===== src/boitc_defines.svh =====
`ifndef BOITC_DEFINES_SVH
`define BOITC_DEFINES_SVH

// Register byte offsets
`define BOITC_OFS_CTRL 8'h00
`define BOITC_OFS_DAC0 8'h04
`define BOITC_OFS_DAC1 8'h08
`define BOITC_OFS_DIO 8'h0C
`define BOITC_OFS_STAT 8'h10

// Control register fields
`define BOITC_CTRL_REF_EXT0 0
`define BOITC_CTRL_BIPOLAR0 1
`define BOITC_CTRL_REF_EXT1 2
`define BOITC_CTRL_BIPOLAR1 3
`define BOITC_CTRL_DIR_A 4
`define BOITC_CTRL_DIR_B 5
`define BOITC_CTRL_TB_BUS 8
`define BOITC_CTRL_TB_DRIVE 9
`define BOITC_CTRL_RESET 32'h0000_0000

// Data and port reset values
`define BOITC_DAC_RESET 16'h0000
`define BOITC_DIO_RESET 8'h00

// Timebase divide ratio
`define BOITC_TB_DIVIDE 10

`endif


===== src/boitc_pkg.sv =====
package boitc_pkg;

    typedef struct packed {
        logic ref_ext;
        logic bipolar;
        logic [15:0] code;
        logic signed [16:0] level;
    } boitc_dac_s;

    typedef struct packed {
        logic [3:0] out;
        logic [3:0] oe;
    } boitc_port_s;

endpackage


===== src/boitc_top.sv =====
`timescale 1ns/1ps
`include "boitc_defines.svh"

module boitc_top
    import boitc_pkg::*;
(
    input wire logic hclk,
    input wire logic hresetn,
    input wire logic hsel,
    input wire logic [31:0] haddr,
    input wire logic [1:0] htrans,
    input wire logic hwrite,
    input wire logic [2:0] hsize,
    input wire logic [31:0] hwdata,
    input wire logic hready,
    output logic [31:0] hrdata,
    output logic hreadyout,
    output logic hresp,
    output boitc_dac_s [1:0] dac_o,
    input wire logic [3:0] digital_port_a_lines_i,
    output logic [3:0] digital_port_a_lines_o,
    output logic [3:0] digital_port_a_lines_oe,
    input wire logic [3:0] digital_port_b_lines_i,
    output logic [3:0] digital_port_b_lines_o,
    output logic [3:0] digital_port_b_lines_oe,
    input wire logic shared_timing_bus_clk_i,
    output logic shared_timing_bus_clk_o,
    output logic shared_timing_bus_clk_oe,
    output logic counter_source_o
);

    localparam logic [3:0] DIV_LAST = 4'(`BOITC_TB_DIVIDE - 1);
    localparam logic [3:0] DIV_HALF = 4'(`BOITC_TB_DIVIDE / 2);

    // Bus slave state
    logic [7:0] addr_r;
    logic dp_wr_r;
    logic dp_rd_r;
    logic rd_done_r;
    logic [31:0] hrdata_r;

    // Software-visible state
    logic [31:0] ctrl_r;
    logic [15:0] dac0_r;
    logic [15:0] dac1_r;
    logic [7:0] dio_out_r;

    // Pin synchronisers
    logic [7:0] dio_s1_r;
    logic [7:0] dio_s2_r;
    logic tb_s1_r;
    logic tb_s2_r;
    logic tb_s3_r;

    // Timebase divider
    logic [3:0] div_cnt_r;
    logic cnt_src_r;

    wire accept = hsel & htrans[1] & hready;
    wire rd_stall = dp_rd_r & ~rd_done_r;
    wire wr_ctrl = dp_wr_r & (addr_r == `BOITC_OFS_CTRL);
    wire wr_dac0 = dp_wr_r & (addr_r == `BOITC_OFS_DAC0);
    wire wr_dac1 = dp_wr_r & (addr_r == `BOITC_OFS_DAC1);
    wire wr_dio = dp_wr_r & (addr_r == `BOITC_OFS_DIO);

    wire sel_bus = ctrl_r[`BOITC_CTRL_TB_BUS];
    // Driving is refused while the bus clock is our source, which would loop it back
    wire drive_bus = ctrl_r[`BOITC_CTRL_TB_DRIVE] & ~sel_bus;
    wire dir_a_out = ctrl_r[`BOITC_CTRL_DIR_A];
    wire dir_b_out = ctrl_r[`BOITC_CTRL_DIR_B];

    // Received clock counts on rising edges; the local oscillator is hclk itself
    wire bus_rise = tb_s2_r & ~tb_s3_r;
    wire tb_tick = sel_bus ? bus_rise : 1'b1;
    wire div_wrap = (div_cnt_r == DIV_LAST);

    wire [3:0] port_a_view = dir_a_out ? dio_out_r[3:0] : dio_s2_r[3:0];
    wire [3:0] port_b_view = dir_b_out ? dio_out_r[7:4] : dio_s2_r[7:4];
    wire [31:0] stat_word = {24'h00_0000, div_cnt_r, 1'b0, cnt_src_r, drive_bus, sel_bus};

    wire [31:0] rd_mux =
        (addr_r == `BOITC_OFS_CTRL) ? ctrl_r :
        (addr_r == `BOITC_OFS_DAC0) ? {16'h0000, dac0_r} :
        (addr_r == `BOITC_OFS_DAC1) ? {16'h0000, dac1_r} :
        (addr_r == `BOITC_OFS_DIO) ? {24'h00_0000, port_b_view, port_a_view} :
        (addr_r == `BOITC_OFS_STAT) ? stat_word : 32'h0000_0000;

    wire [31:0] ctrl_mask = 32'h0000_0000
        | (32'h1 << `BOITC_CTRL_REF_EXT0) | (32'h1 << `BOITC_CTRL_BIPOLAR0)
        | (32'h1 << `BOITC_CTRL_REF_EXT1) | (32'h1 << `BOITC_CTRL_BIPOLAR1)
        | (32'h1 << `BOITC_CTRL_DIR_A) | (32'h1 << `BOITC_CTRL_DIR_B)
        | (32'h1 << `BOITC_CTRL_TB_BUS) | (32'h1 << `BOITC_CTRL_TB_DRIVE);

    // Reads take one wait state so that hrdata comes from a flop
    assign hreadyout = ~rd_stall;
    assign hresp = 1'b0;
    assign hrdata = hrdata_r;

    always_ff @(posedge hclk or negedge hresetn) begin
        if (!hresetn) begin
            addr_r <= 8'h00;
            dp_wr_r <= 1'b0;
            dp_rd_r <= 1'b0;
            rd_done_r <= 1'b0;
        end else begin
            if (accept) begin
                addr_r <= haddr[7:0];
            end
            dp_wr_r <= accept & hwrite;
            dp_rd_r <= accept ? ~hwrite : rd_stall;
            rd_done_r <= rd_stall;
        end
    end

    always_ff @(posedge hclk or negedge hresetn) begin
        if (!hresetn) begin
            hrdata_r <= 32'h0000_0000;
        end else if (rd_stall) begin
            hrdata_r <= rd_mux;
        end
    end

    // Reset gives local timebase, bus driver off, ports as inputs
    always_ff @(posedge hclk or negedge hresetn) begin
        if (!hresetn) begin
            ctrl_r <= `BOITC_CTRL_RESET;
        end else if (wr_ctrl) begin
            ctrl_r <= hwdata & ctrl_mask;
        end
    end

    always_ff @(posedge hclk or negedge hresetn) begin
        if (!hresetn) begin
            dac0_r <= `BOITC_DAC_RESET;
            dac1_r <= `BOITC_DAC_RESET;
            dio_out_r <= `BOITC_DIO_RESET;
        end else begin
            if (wr_dac0) begin
                dac0_r <= hwdata[15:0];
            end
            if (wr_dac1) begin
                dac1_r <= hwdata[15:0];
            end
            if (wr_dio) begin
                dio_out_r <= hwdata[7:0];
            end
        end
    end

    always_ff @(posedge hclk or negedge hresetn) begin
        if (!hresetn) begin
            dio_s1_r <= 8'h00;
            dio_s2_r <= 8'h00;
            tb_s1_r <= 1'b0;
            tb_s2_r <= 1'b0;
            tb_s3_r <= 1'b0;
        end else begin
            dio_s1_r <= {digital_port_b_lines_i, digital_port_a_lines_i};
            dio_s2_r <= dio_s1_r;
            tb_s1_r <= shared_timing_bus_clk_i;
            tb_s2_r <= tb_s1_r;
            tb_s3_r <= tb_s2_r;
        end
    end

    // Counter source is high for the first half of each ten-tick period
    // Count starts at its last value so the first pulse after reset is full length
    always_ff @(posedge hclk or negedge hresetn) begin
        if (!hresetn) begin
            div_cnt_r <= DIV_LAST;
            cnt_src_r <= 1'b0;
        end else if (tb_tick) begin
            div_cnt_r <= div_wrap ? 4'h0 : div_cnt_r + 4'h1;
            cnt_src_r <= div_wrap | (div_cnt_r < (DIV_HALF - 4'h1));
        end
    end

    assign counter_source_o = cnt_src_r;

    // Local oscillator goes out on the shared line only while enabled; one driver per bus
    assign shared_timing_bus_clk_o = hclk & drive_bus;
    assign shared_timing_bus_clk_oe = drive_bus;

    // Whole-port direction: all four enables follow one bit
    assign digital_port_a_lines_o = dio_out_r[3:0];
    assign digital_port_a_lines_oe = {4{dir_a_out}};
    assign digital_port_b_lines_o = dio_out_r[7:4];
    assign digital_port_b_lines_oe = {4{dir_b_out}};

    // Per-channel converter view; level is the signed value the code stands for
    generate
        for (genvar ch = 0; ch < 2; ch++) begin : g_dac
            logic signed [16:0] level_r;
            wire [15:0] code = (ch == 0) ? dac0_r : dac1_r;
            wire bip = ctrl_r[`BOITC_CTRL_BIPOLAR0 + 2 * ch];
            wire ref_ext = ctrl_r[`BOITC_CTRL_REF_EXT0 + 2 * ch];
            always_ff @(posedge hclk or negedge hresetn) begin
                if (!hresetn) begin
                    level_r <= 17'sh0_0000;
                end else if (bip) begin
                    level_r <= {code[15], code};
                end else begin
                    level_r <= {1'b0, code};
                end
            end
            assign dac_o[ch].ref_ext = ref_ext;
            assign dac_o[ch].bipolar = bip;
            assign dac_o[ch].code = code;
            assign dac_o[ch].level = level_r;
        end
    endgenerate

endmodule


===== config.mk =====
export PLATFORM = sky130hd
export DESIGN_NAME = boitc_top
export DESIGN_NICKNAME = d
export VERILOG_FILES = /design/src/boitc_pkg.sv /design/src/boitc_top.sv
export VERILOG_INCLUDE_DIRS = /design/src
export SDC_FILE = /design/constraint.sdc
export NUM_CORES = 1
export LEC_CHECK = 0
export BUFFER_PORTS_ARGS = -buffer_cell sky130_fd_sc_hd__buf_2
export CORE_MARGIN = 3
export CORE_UTILIZATION = 28
export DETAILED_ROUTE_END_ITERATION = 12
export SKIP_LAST_GASP = 1
export SYNTH_ARGS = -nofsm -noshare
export SYNTH_HDL_FRONTEND = slang
export SYNTH_SLANG_ARGS = --single-unit
export TNS_END_PERCENT = 20

===== constraint.sdc =====
create_clock -name hclk -period 2.46 [get_ports hclk]
set_input_delay 0 -clock hclk [delete_from_list [all_inputs] [get_ports hclk]]
set_output_delay 0 -clock hclk [all_outputs]
set_load 0.05 [all_outputs]

* Word level (Yosys, flattened, before mapping)
Index checks and enable logic that the tools add are counted. Widths: inputs -> output; s select.
Word-level totals: register bits after elaboration 149, output and inout port bits 123, word-level logic and storage cells 55, input port bits 83
Cells by class: eq/ne operators 5, $lt $le $gt $ge 1, reductions and logical operators 1, multiplexer cells 12, bitwise logic cells 17, add/subtract/negate cells 1
Operators with widths (count):
- $mux 16 | 3
- $mux 17 | 2
- $eq 8x4->1 const B | 2
- $mux 8 | 2
- $mux 4 | 3
- $and 1x1->1 | 11
- $eq 8x3->1 const B | 1
- $eq 8x5->1 const B | 1
- $logic_not 8->1 | 1
- $not 1->1 | 5
- $add 4x1->4 const B | 1
- $eq 4x4->1 const B | 1
- $lt 4x3->1 const B | 1
- $mux 1 | 2
- $or 1x1->1 | 1

* Longest topological paths before layout
Gate-level depths: netlist (run 1).
depth after elaboration 7, mapped depth 7, gate-level depth less buffers 5

==> results of run 1 <==
layout by cell type, fill, tap and decap left out, types with 10 or more instances in the layout:
| cell type | synthesis | routed |
|---|---|---|
| buf_2 | 3 | 143 |
| buf_4 | 29 | 12 |
| clkbuf_16 | 0 | 20 |
| conb_1 | 1 | 17 |
| dfrtp_1 | 131 | 131 |
| dlygate4sd3_1 | 0 | 35 |
| mux2_2 | 47 | 47 |
| mux2_4 | 10 | 10 |
| nand2_1 | 20 | 20 |
repair_timing:
item / in CTS / in global routing
hold buffers: 35 / 0
buffers inserted: 0 / 0
hold endpoints to repair: 163 / 0
routing by layer:
layer,up-vias,GRT usage
met5,-,0
li1,1644,-
met3,16,0.0455
met1,1791,0.169
met2,122,0.238
met4,0,0.0626
per-stage QoR:
| step | power [mW] | hold slack [ps] | util |
|---|---|---|---|
| after CTS | 6.94 | 16.1 | 0.396 |
| after floorplan | 3.55 | -296 | - |
| final | 6.84 | 33.9 | 0.396 |
| after global routing | 7.12 | 68.7 | 0.396 |
| after global placement | 3.87 | 60.6 | 0.337 |
| after detailed placement | 3.91 | 74.3 | 0.337 |
worst min-delay path, delay by kind of cell:
kind / cells / cell delay, ps
buf+inv: 1 / 90
simple gates: 2 / 420
logic make-up after synthesis:
family                    synth area share
xor gates and xnor gates           0.00339
AOI/OAI and AO/OA                   0.0789
DFF                                  0.645
buffers and inverters               0.0642
other                             0.000726
and+or+nand+nor                     0.0593
muxes                                0.149
registers in the layout, indices dropped and copies added (netlist names), 4 cells and up:
signal,count
addr_r,8
div_cnt_r,4
dio_s2_r,8
dac1_r,16
dio_out_r,8
ctrl_r,8
hrdata,16
g_dac.level_r,34
dio_s1_r,8
dac0_r,16
final timing paths:
path                             startpoint      endpoint  slack, ps  cells after the start
worst min-delay path              htrans[1]       dp_wr_r         30                      3
worst min register to register  dio_s1_r[3]   dio_s2_r[3]        350                      0
min in group asynchronous           hresetn  dio_out_r[4]         40                      2
worst max register to register    addr_r[7]  dio_out_r[1]        110                      6
worst max-delay path              addr_r[7]  dio_out_r[1]        110                      6
max in group asynchronous           hresetn     dac1_r[7]       1680                      3
power by group:
group          internal (mW)  total [mW]  switching, mW
sequential              2.41        2.62          0.208
combinational          0.359        1.26          0.902
clock                   1.92        2.97           1.05
layout make-up:
type | count | area [sq um]
timing repair buffer | 193 | 1220
fill | 1728 | 10900
sequential | 133 | 3330
clock inverter | 15 | 204
tap | 229 | 287
inverter | 6 | 22.5
multi-input combinational | 196 | 1570
clock buffer | 21 | 505
==> summary.md, run 1 <==
| Metric | Value |
|---|---|
| DR WL/cell | `approximately 18 um` |
| Met2 wire length | `between 7 and 8 mm` |
| Critical Path RT | `2870 ps` |
| Crit-path leading delay family | `simple AND/OR/NAND/NOR gates` |
| Post-Route WL | `13.9 mm` |
| Clk_lat worst skew | `~540 ps` |
| Clk slew on worst S/H paths | `60 ps` |
| Core area | `18000 sq um` |
| Die width | `142 um` |
| CP endpoint kind | `flip-flop` |
| Layout area overhead | `38.1%` |
| Synth warn | `0` |
| Largest cells by area after synthesis | `dfrtp_1 63%, mux2_2 10%, buf_4 4.2%` |
| Fin. Hold Viols | `0` |
| Netlist area before placement | `5170 sq um` |
| Slowest-stage cell, CP | `or4_4` |
| Peak Freq | `approximately 430 MHz` |
| Ys flop type | `dfrtp_1` |
| Max-Cap Viols | `0` |
| Total GRT Usage | `0.143` |
| Bufs and invs on worst path | `2` |
| Final min period | `2350 ps` |
| Post-Syn Instances | `about 370` |
| DP Worst Slack | `102 ps` |
| RSZ-0062 raised after global routing | `no` |
| Layout cells sized above 1 | `0.459` |
| Max_slew headroom | `0.542` |
| Maximum vdd drop | `500 uV` |
| Post-DP HPWL | `roughly 9.4 mm` |
| Placed cell count | `723` |
| Nets | `634` |
| Max Slew Vio Count | `0` |
| Critical path, cell by cell | `or4_4 -> buf_4 -> nor3_1 -> and4_1 -> buf_4 -> mux2_2` |
| Tcrit/Tclk final | `0.956` |
| DR iter-0 viols | `115` |
| Initial antenna violation count | `0` |
| Post-synth top cells | `131 x dfrtp_1, 47 x mux2_2, 29 x buf_4` |
| Max Used Layer | `met4` |
| Most instantiated library cell after synthesis | `dfrtp_1` |
| Final ANT Viol Nets | `0` |
| Worst-Margin Slew | `687 ps` |
| Synth area leader | `dfrtp_1` |
| GPL Wtd Cong | `between 0.7 and 0.8` |
| Setup TNS | `0 ps` |
| Post-synth EDFFs | `0` |
| Placed Area | `a little over 6000 sq um` |
| WS Path Type | `reg2reg` |
| Pwr Density | `959 nW/um^2` |
| DRT Pass-1 Iters | `4` |
| Outcome | `complete, no violations` |
| Sequential fraction of the synthesis area | `0.645` |
| DR vias/cell | `4.51` |
| Leak | `3.53 nW` |
| Number of setup violations in the final report | `0` |
| First-pass GRT wire length | `21.4 mm` |
| Port Buf Inserts | `144` |
| Vias in the first global route | `3843` |
| Die Ht | `142 um` |
| Slowest stage delay, CP | `550 ps` |
| Avg Cell Area, Syn | `14.2 sq um` |
| Global route total overflow | `0` |
| Met3 WL | `between 800 and 900 um` |
| Residual DRC | `0` |
| Initial Util | `0.287` |
| Row Count | `49` |
| Met1 wire length | `slightly below 6 mm` |
| Final Non-Filler Cells | `approximately 790` |
| Worst Hold Class | `in2reg` |
| CTS tree | `done` |
| FFs w/ async S/R, synth | `1.00` |
| Distinct cells, synth | `45` |
| Startpoint types | `flip-flop` |
| Post-route cell area | `7140 sq um` |
| Top cell type's share of synthesized area | `0.634` |
| Clk_skew | `12.6 ps` |
| Largest net degree at the start of global routing | `76` |
| Most frequent cell on the critical path | `buf_4` |
| Critical Path AT | `between 2000 and 3000 ps` |
| # IOs | `around 200` |
| Die area | `20100 sq um` |
| CP Max Fanout | `11` |
| FF+latch count, synth | `around 130` |
| CTS resizes | `0` |
| Inserted Diodes | `0` |
| Routed via count | `3573` |
| Final worst-path setup slack | `108 ps` |
(Power assumes the default switching activity.)
==> run 2, diff against run 1 <==
--- a/config.mk
+++ b/config.mk
@@ -7,6 +7,7 @@
 export NUM_CORES = 1
 export LEC_CHECK = 0
 export BUFFER_PORTS_ARGS = -buffer_cell sky130_fd_sc_hd__buf_2
+export CORE_ASPECT_RATIO = 2
 export CORE_MARGIN = 3
 export CORE_UTILIZATION = 28
 export DETAILED_ROUTE_END_ITERATION = 12
==> summary.md, run 2 (synthesized netlist as in run 1, its figures left out) <==
| Metric | Value |
|---|---|
| Final Non-Filler Cells | `776 (-2.1%)` |
| CP endpoint kind | `flip-flop` |
| Tcrit/Tclk final | `0.934 (-0.0223)` |
| Peak Freq | `435 MHz (+2.4%)` |
| Die Ht | `198 um (+40%)` |
| Vias in the first global route | `3818 (-0.65%)` |
| Post-DP HPWL | `10.4 mm (+10%)` |
| Reg2Reg Depth | `5 (-1)` |
| Reg2reg start | `addr_r[7]` |
| DR vias/cell | `4.63 (+2.7%)` |
| Largest net degree at the start of global routing | `62 (-18%)` |
| Comb power frac | `0.183 (about the same)` |
| CP Max Fanout | `16 (+5)` |
| DRT Pass-1 Iters | `4 (unchanged)` |
| Pwr Density | `968 nW/um^2 (+0.93%)` |
| Port Buf Inserts | `144 (unchanged)` |
| Critical path origin | `addr_r[7]` |
| Most frequent cells in the layout | `143 x buf_2, 131 x dfrtp_1, 47 x mux2_2` |
| Total power | `6.90 mW (+0.75%)` |
| Residual DRC | `0 (unchanged)` |
| Core area | `18000 sq um (-0.38%)` |
| Maximum vdd drop | `416 uV (-17%)` |
| Clk_lat worst skew | `530 ps (about the same)` |
| Setup bufs post-CTS | `0 (unchanged)` |
| # IOs | `206 (unchanged)` |
| Final ANT Viol Nets | `0 (unchanged)` |
| Nets | `633 (-0.16%)` |
| Leak | `3.52 nW (-0.19%)` |
| Max_slew headroom | `0.595 (+0.0528)` |
| Die area | `20200 sq um (+0.49%)` |
| DR WL/cell | `17.9 um (+2.3%)` |
| Clock power share | `0.436 (+0.003)` |
| Initial antenna violation count | `0 (unchanged)` |
| Worst-Margin Slew | `608 ps (-79.2 ps)` |
| DR iter-0 viols | `184 (+60%)` |
| Layout Utilization | `0.397 (+0.000793)` |
| Layout cells sized above 1 | `0.458 (-0.000961)` |
| Startpoint types | `flip-flop` |
| Switching power | `2.19 mW (+1.4%)` |
| Initial Util | `0.288 (+0.00108)` |
| Fin. Hold Viols | `0 (unchanged)` |
| Inserted Diodes | `0 (unchanged)` |
| Row Count | `69 (+41%)` |
| Max reg flops | `34 (unchanged)` |
| Outcome | `complete, no violations` |
| Max Slew Vio Count | `0 (unchanged)` |
| Commonest non-fill, non-tap cell in the layout | `buf_2` |
| Post-Route WL | `13.9 mm (+0.15%)` |
| Max-Cap Viols | `0 (unchanged)` |
| Reg2reg setup slack | `160 ps (+50 ps)` |
| Sequential Power Share | `0.381 (about the same)` |
| GPL Wtd Cong | `0.812 (+4.1%)` |
| Clk slew on worst S/H paths | `60 ps (about the same)` |
| Placed cell count | `706 (-2.4%)` |
| Total GRT Usage | `0.141 (-0.00205)` |
| Critical Path AT | `2710 ps (-50 ps)` |
| Global route total overflow | `0 (unchanged)` |
| Die width | `102 um (-28%)` |
| Top reg by flops | `g_dac.level_r` |
| Critical Path RT | `2870 ps (about the same)` |
| Routed via count | `3590 (+0.48%)` |
| Worst Hold Class | `in2async` |
| First-pass GRT wire length | `21.3 mm (-0.36%)` |
| RR Endpoint | `dac1_r[6]` |
| Setup TNS | `0 ps (unchanged)` |
| Crit path capture | `dac1_r[6]` |
| WS Path Type | `reg2reg` |
| Number of setup violations in the final report | `0 (unchanged)` |
| Final min period | `2300 ps (-54.9 ps)` |
| RSZ-0062 raised after global routing | `no` |
| Power Internal | `4.71 mW (+0.45%)` |
| CTS tree | `done` |
| Clk_skew | `3.87 ps (-8.69 ps)` |
| Layout area overhead | `37.9%` |
| Net Sw Frac | `0.318 (+0.00203)` |
[run 2: cell count changes in the layout (fill, tap and decap cells not counted)]
cell	previous run	this run
inv_6	2	4
clkinv_2	3	0
inv_8	0	2
clkinvlp_4	1	2
buf_4	12	11
clkinv_4	5	3
[run 2: how the worst min path moves through the flow]
stage | slack [ps] | cells after the start | to
6_report | 20 | 2 | dio_s1_r[0]
5_1_grt | 70 | 3 | dp_wr_r
4_1_cts | 10 | 3 | dp_wr_r
3_5_place_dp | 20 | 1 | dio_s1_r[3]
3_3_place_gp | 3 | 1 | dio_s1_r[3]
2_1_floorplan | -300 | 0 | addr_r[0]
[run 2: area by class of cell]
cell class	count	area, sq um
Clock buffer	21	505
Clock inverter	15	219
Fill cell	1696	10800
Inverter	6	22.5
Multi-Input combinational cell	196	1570
Sequential cell	133	3330
Tap cell	213	267
Timing Repair Buffer	192	1210
[run 2: layer usage]
layer,GRT usage,routed length [um],vias up
met5,0,0,-
met4,0.0813,526,0
met3,0.0381,785,32
met2,0.251,7750,141
met1,0.144,4860,1795
li1,-,-,1622
[run 2: power groups by stage]
stage | logic (mW) | clock network, mW | registers [mW]
floorplan | 0.540 | 0.0226 | 2.99
global placement | 1.19 | 0.0257 | 2.65
detailed placement | 1.23 | 0.0257 | 2.67
CTS | 1.28 | 3.07 | 2.63
global route | 1.34 | 3.16 | 2.66
finish | 1.26 | 3.01 | 2.63
[run 2: stage by stage]
stage | setup slack (ps) | hold slack (ps) | cell area [sq um]
3_5_place_dp | 151 | 24.2 | 6050
2_1_floorplan | 228 | -296 | 5230
5_1_grt | 82.6 | 66.6 | 7120
6_report | 163 | 22.5 | 7120
4_1_cts | 145 | 9.63 | 7120
3_3_place_gp | 188 | 2.75 | 6050
[run 2: worst max-delay path: stages (launching register included)]
cell,delay (ps)
dfrtp_1,400
or4_4,540
buf_4,200
nor4_4,260
nand2_2,370
mux2_2,400
[run 2: what timing repair did]
item                                   4_1_cts  5_1_grt
setup endpoints to repair                    0        0
gates resized for setup                      0        0
hold buffers                                35        0
endpoints found under the hold margin      198        0
==> run 3, diff against run 2 <==
==> constraint.sdc (replaced) <==
create_clock -name hclk -period 2 [get_ports hclk]
set_input_delay 0 -clock hclk [delete_from_list [all_inputs] [get_ports hclk]]
set_output_delay 0 -clock hclk [all_outputs]
set_load 0.05 [all_outputs]
==> summary.md, run 3 (synthesized netlist as in run 1, its figures left out) <==
| Metric | Value |
|---|---|
| Outcome | `complete, but fails checks` |
| Failing checks | `setup timing` |
| Final ANT Viol Nets | `0 (unchanged)` |
| Crit-path leading delay family | `simple AND/OR/NAND/NOR gates` |
| Reg2reg setup slack | `-130 ps (-300 ps)` |
| Max_slew headroom | `0.586 (-0.00824)` |
| DP Worst Slack | `-154 ps (-305 ps)` |
| Critical Path RT | `2420 ps (-450 ps)` |
| Clk_skew | `5.79 ps (+1.93 ps)` |
| Most frequent cell on the critical path | `or4_4` |
| Residual DRC | `0 (unchanged)` |
| GPL Wtd Cong | `0.873 (+7.5%)` |
| Slowest stage delay, CP | `530 ps (about the same)` |
| Layout Utilization | `0.405 (+0.00815)` |
| Sequential Power Share | `0.396 (+0.015)` |
| Critical path, cell by cell | `or4_4 -> or4_4 -> nor2_8 -> buf_12 -> mux2_2` |
| CP endpoint kind | `flip-flop` |
| Max Slew Vio Count | `0 (unchanged)` |
| First-pass GRT wire length | `21.7 mm (+2.2%)` |
| Die Ht | `198 um (unchanged)` |
| Number of setup violations in the final report | `45 (+45)` |
| Die area | `20200 sq um (unchanged)` |
| CTS tree | `done` |
| Row Count | `69 (unchanged)` |
| Commonest non-fill, non-tap cell in the layout | `buf_2` |
| Power Internal | `5.36 mW (+14%)` |
| Comb power frac | `0.202 (+0.019)` |
| DRT Pass-1 Iters | `4 (unchanged)` |
| # IOs | `206 (unchanged)` |
| Startpoint types | `flip-flop` |
| DR iter-0 viols | `169 (-8.2%)` |
| Port Buf Inserts | `144 (unchanged)` |
| Final worst-path setup slack | `-132 ps (-295 ps)` |
| Die width | `102 um (unchanged)` |
| Peak Freq | `469 MHz (+7.7%)` |
| DR vias/cell | `4.58 (-1.0%)` |
| CP Max Fanout | `11 (-5)` |
| Setup TNS | `-2840 ps (-2840 ps)` |
| Post-DP HPWL | `10.6 mm (+1.7%)` |
| Tcrit/Tclk final | `1.07 (+0.132)` |
| Critical Path AT | `2550 ps (-160 ps)` |
| Initial antenna violation count | `0 (unchanged)` |
| Inserted Diodes | `0 (unchanged)` |
| Bufs and invs on worst path | `1 (unchanged)` |
| Worst-Margin Slew | `615 ps (+6.69 ps)` |
| Switching power | `2.77 mW (+26%)` |
| Placed cell count | `721 (+2.1%)` |
| Clk slew on worst S/H paths | `70 ps (about the same)` |
| Global route total overflow | `0 (unchanged)` |
| Routed via count | `3649 (+1.6%)` |
| Top reg by flops | `g_dac.level_r` |
| Largest net degree at the start of global routing | `53 (-15%)` |
| Most frequent cells in the layout | `143 x buf_2, 131 x dfrtp_1, 42 x mux2_2` |
| Layout cells sized above 1 | `0.481 (+0.0229)` |
| Post-Route WL | `14.4 mm (+3.2%)` |
| Layout area overhead | `40.7%` |
| Worst Hold Class | `in2async` |
| Slowest-stage cell, CP | `or4_4` |
| RSZ-0062 raised after global routing | `yes` |
| Clk_lat worst skew | `530 ps (about the same)` |
| Maximum vdd drop | `520 uV (+25%)` |
| Clock power share | `0.402 (-0.034)` |
| Initial Util | `0.288 (unchanged)` |
| Final min period | `2130 ps (-165 ps)` |
| Core area | `18000 sq um (unchanged)` |
| Final Non-Filler Cells | `797 (+2.7%)` |
| Nets | `654 (+3.3%)` |
| Total GRT Usage | `0.146 (+0.00536)` |
| WS Path Type | `reg2reg` |
| Max reg flops | `34 (unchanged)` |
| DR WL/cell | `18.0 um (+0.48%)` |
| Max-Cap Viols | `0 (unchanged)` |
| Leak | `3.60 nW (+2.3%)` |
| Vias in the first global route | `3838 (+0.52%)` |
| Pwr Density | `1120 nW/um^2 (+15%)` |
| Net Sw Frac | `0.341 (+0.0230)` |
| Total power | `8.12 mW (+18%)` |
| Fin. Hold Viols | `0 (unchanged)` |
run 3: cell types whose count changed in the layout (fill, tap and decap cells not counted), sizes merged:
cell and delta:
bufinv -4, buf +19, inv +3, dlygate4sd3 +2, clkinvlp +1
run 3: per-layer routing:
metal  GRT usage  vias up  wire length (um)
met1       0.148     1821              5040
li1            -     1670                 -
met3      0.0444       21               772
met5           0        -                 0
met2       0.264      137              8160
met4      0.0740        0               397
run 3: worst min-delay path, cell delays in order:
cell	delay, ps
dlygate4sd3_1	550
buf_6	150
buf_4	240
run 3: per-stage QoR:
stage          hold slack [ps]  area, sq um
2_1_floorplan             -296         5230
3_3_place_gp             -50.3         6160
3_5_place_dp             -41.9         6160
4_1_cts                   37.8         7220
5_1_grt                   57.4         7270
6_report                  42.9         7270
run 3: path summary, 6_finish.rpt:
| path | startpoint | to | cells after the start |
|---|---|---|---|
| max reg2reg | addr_r[5] | dac0_r[4] | 5 |
| min reg2reg | dio_s1_r[2] | dio_s2_r[2] | 0 |
| max | addr_r[5] | dac0_r[4] | 5 |
| min | hresetn | dio_s1_r[0] | 3 |
| min in group hclk | hready | dp_rd_r | 3 |
| max in group asynchronous | hresetn | div_cnt_r[0] | 3 |
run 3: cell type report:
type	instances	area (sq um)
clock buffers	21	505
clock inverters	15	135
fillers	1736	10700
inverters	6	22.5
multi-input cells	196	1610
flip-flops and latches	133	3330
well taps	213	267
repair buffers	213	1400
run 3: power groups by stage:
stage                     Clock [mW]  Sequential (mW)  Combinational (mW)
after global placement        0.0316             3.24                1.54
after detailed placement      0.0316             3.26                1.57
after CTS                       3.35             3.21                1.64
after floorplan               0.0278             3.68               0.666
after global routing            3.47             3.25                1.75
final                           3.27             3.21                1.64
run 3: what timing repair did:
| item | CTS | global route |
|---|---|---|
| gates resized for setup | 6 | 10 |
| setup endpoints to repair | 49 | 56 |
| hold buffers | 38 | 0 |
| pin swaps | 3 | 1 |
| setup buffers | 2 | 1 |
| endpoints found under the hold margin | 198 | 0 |
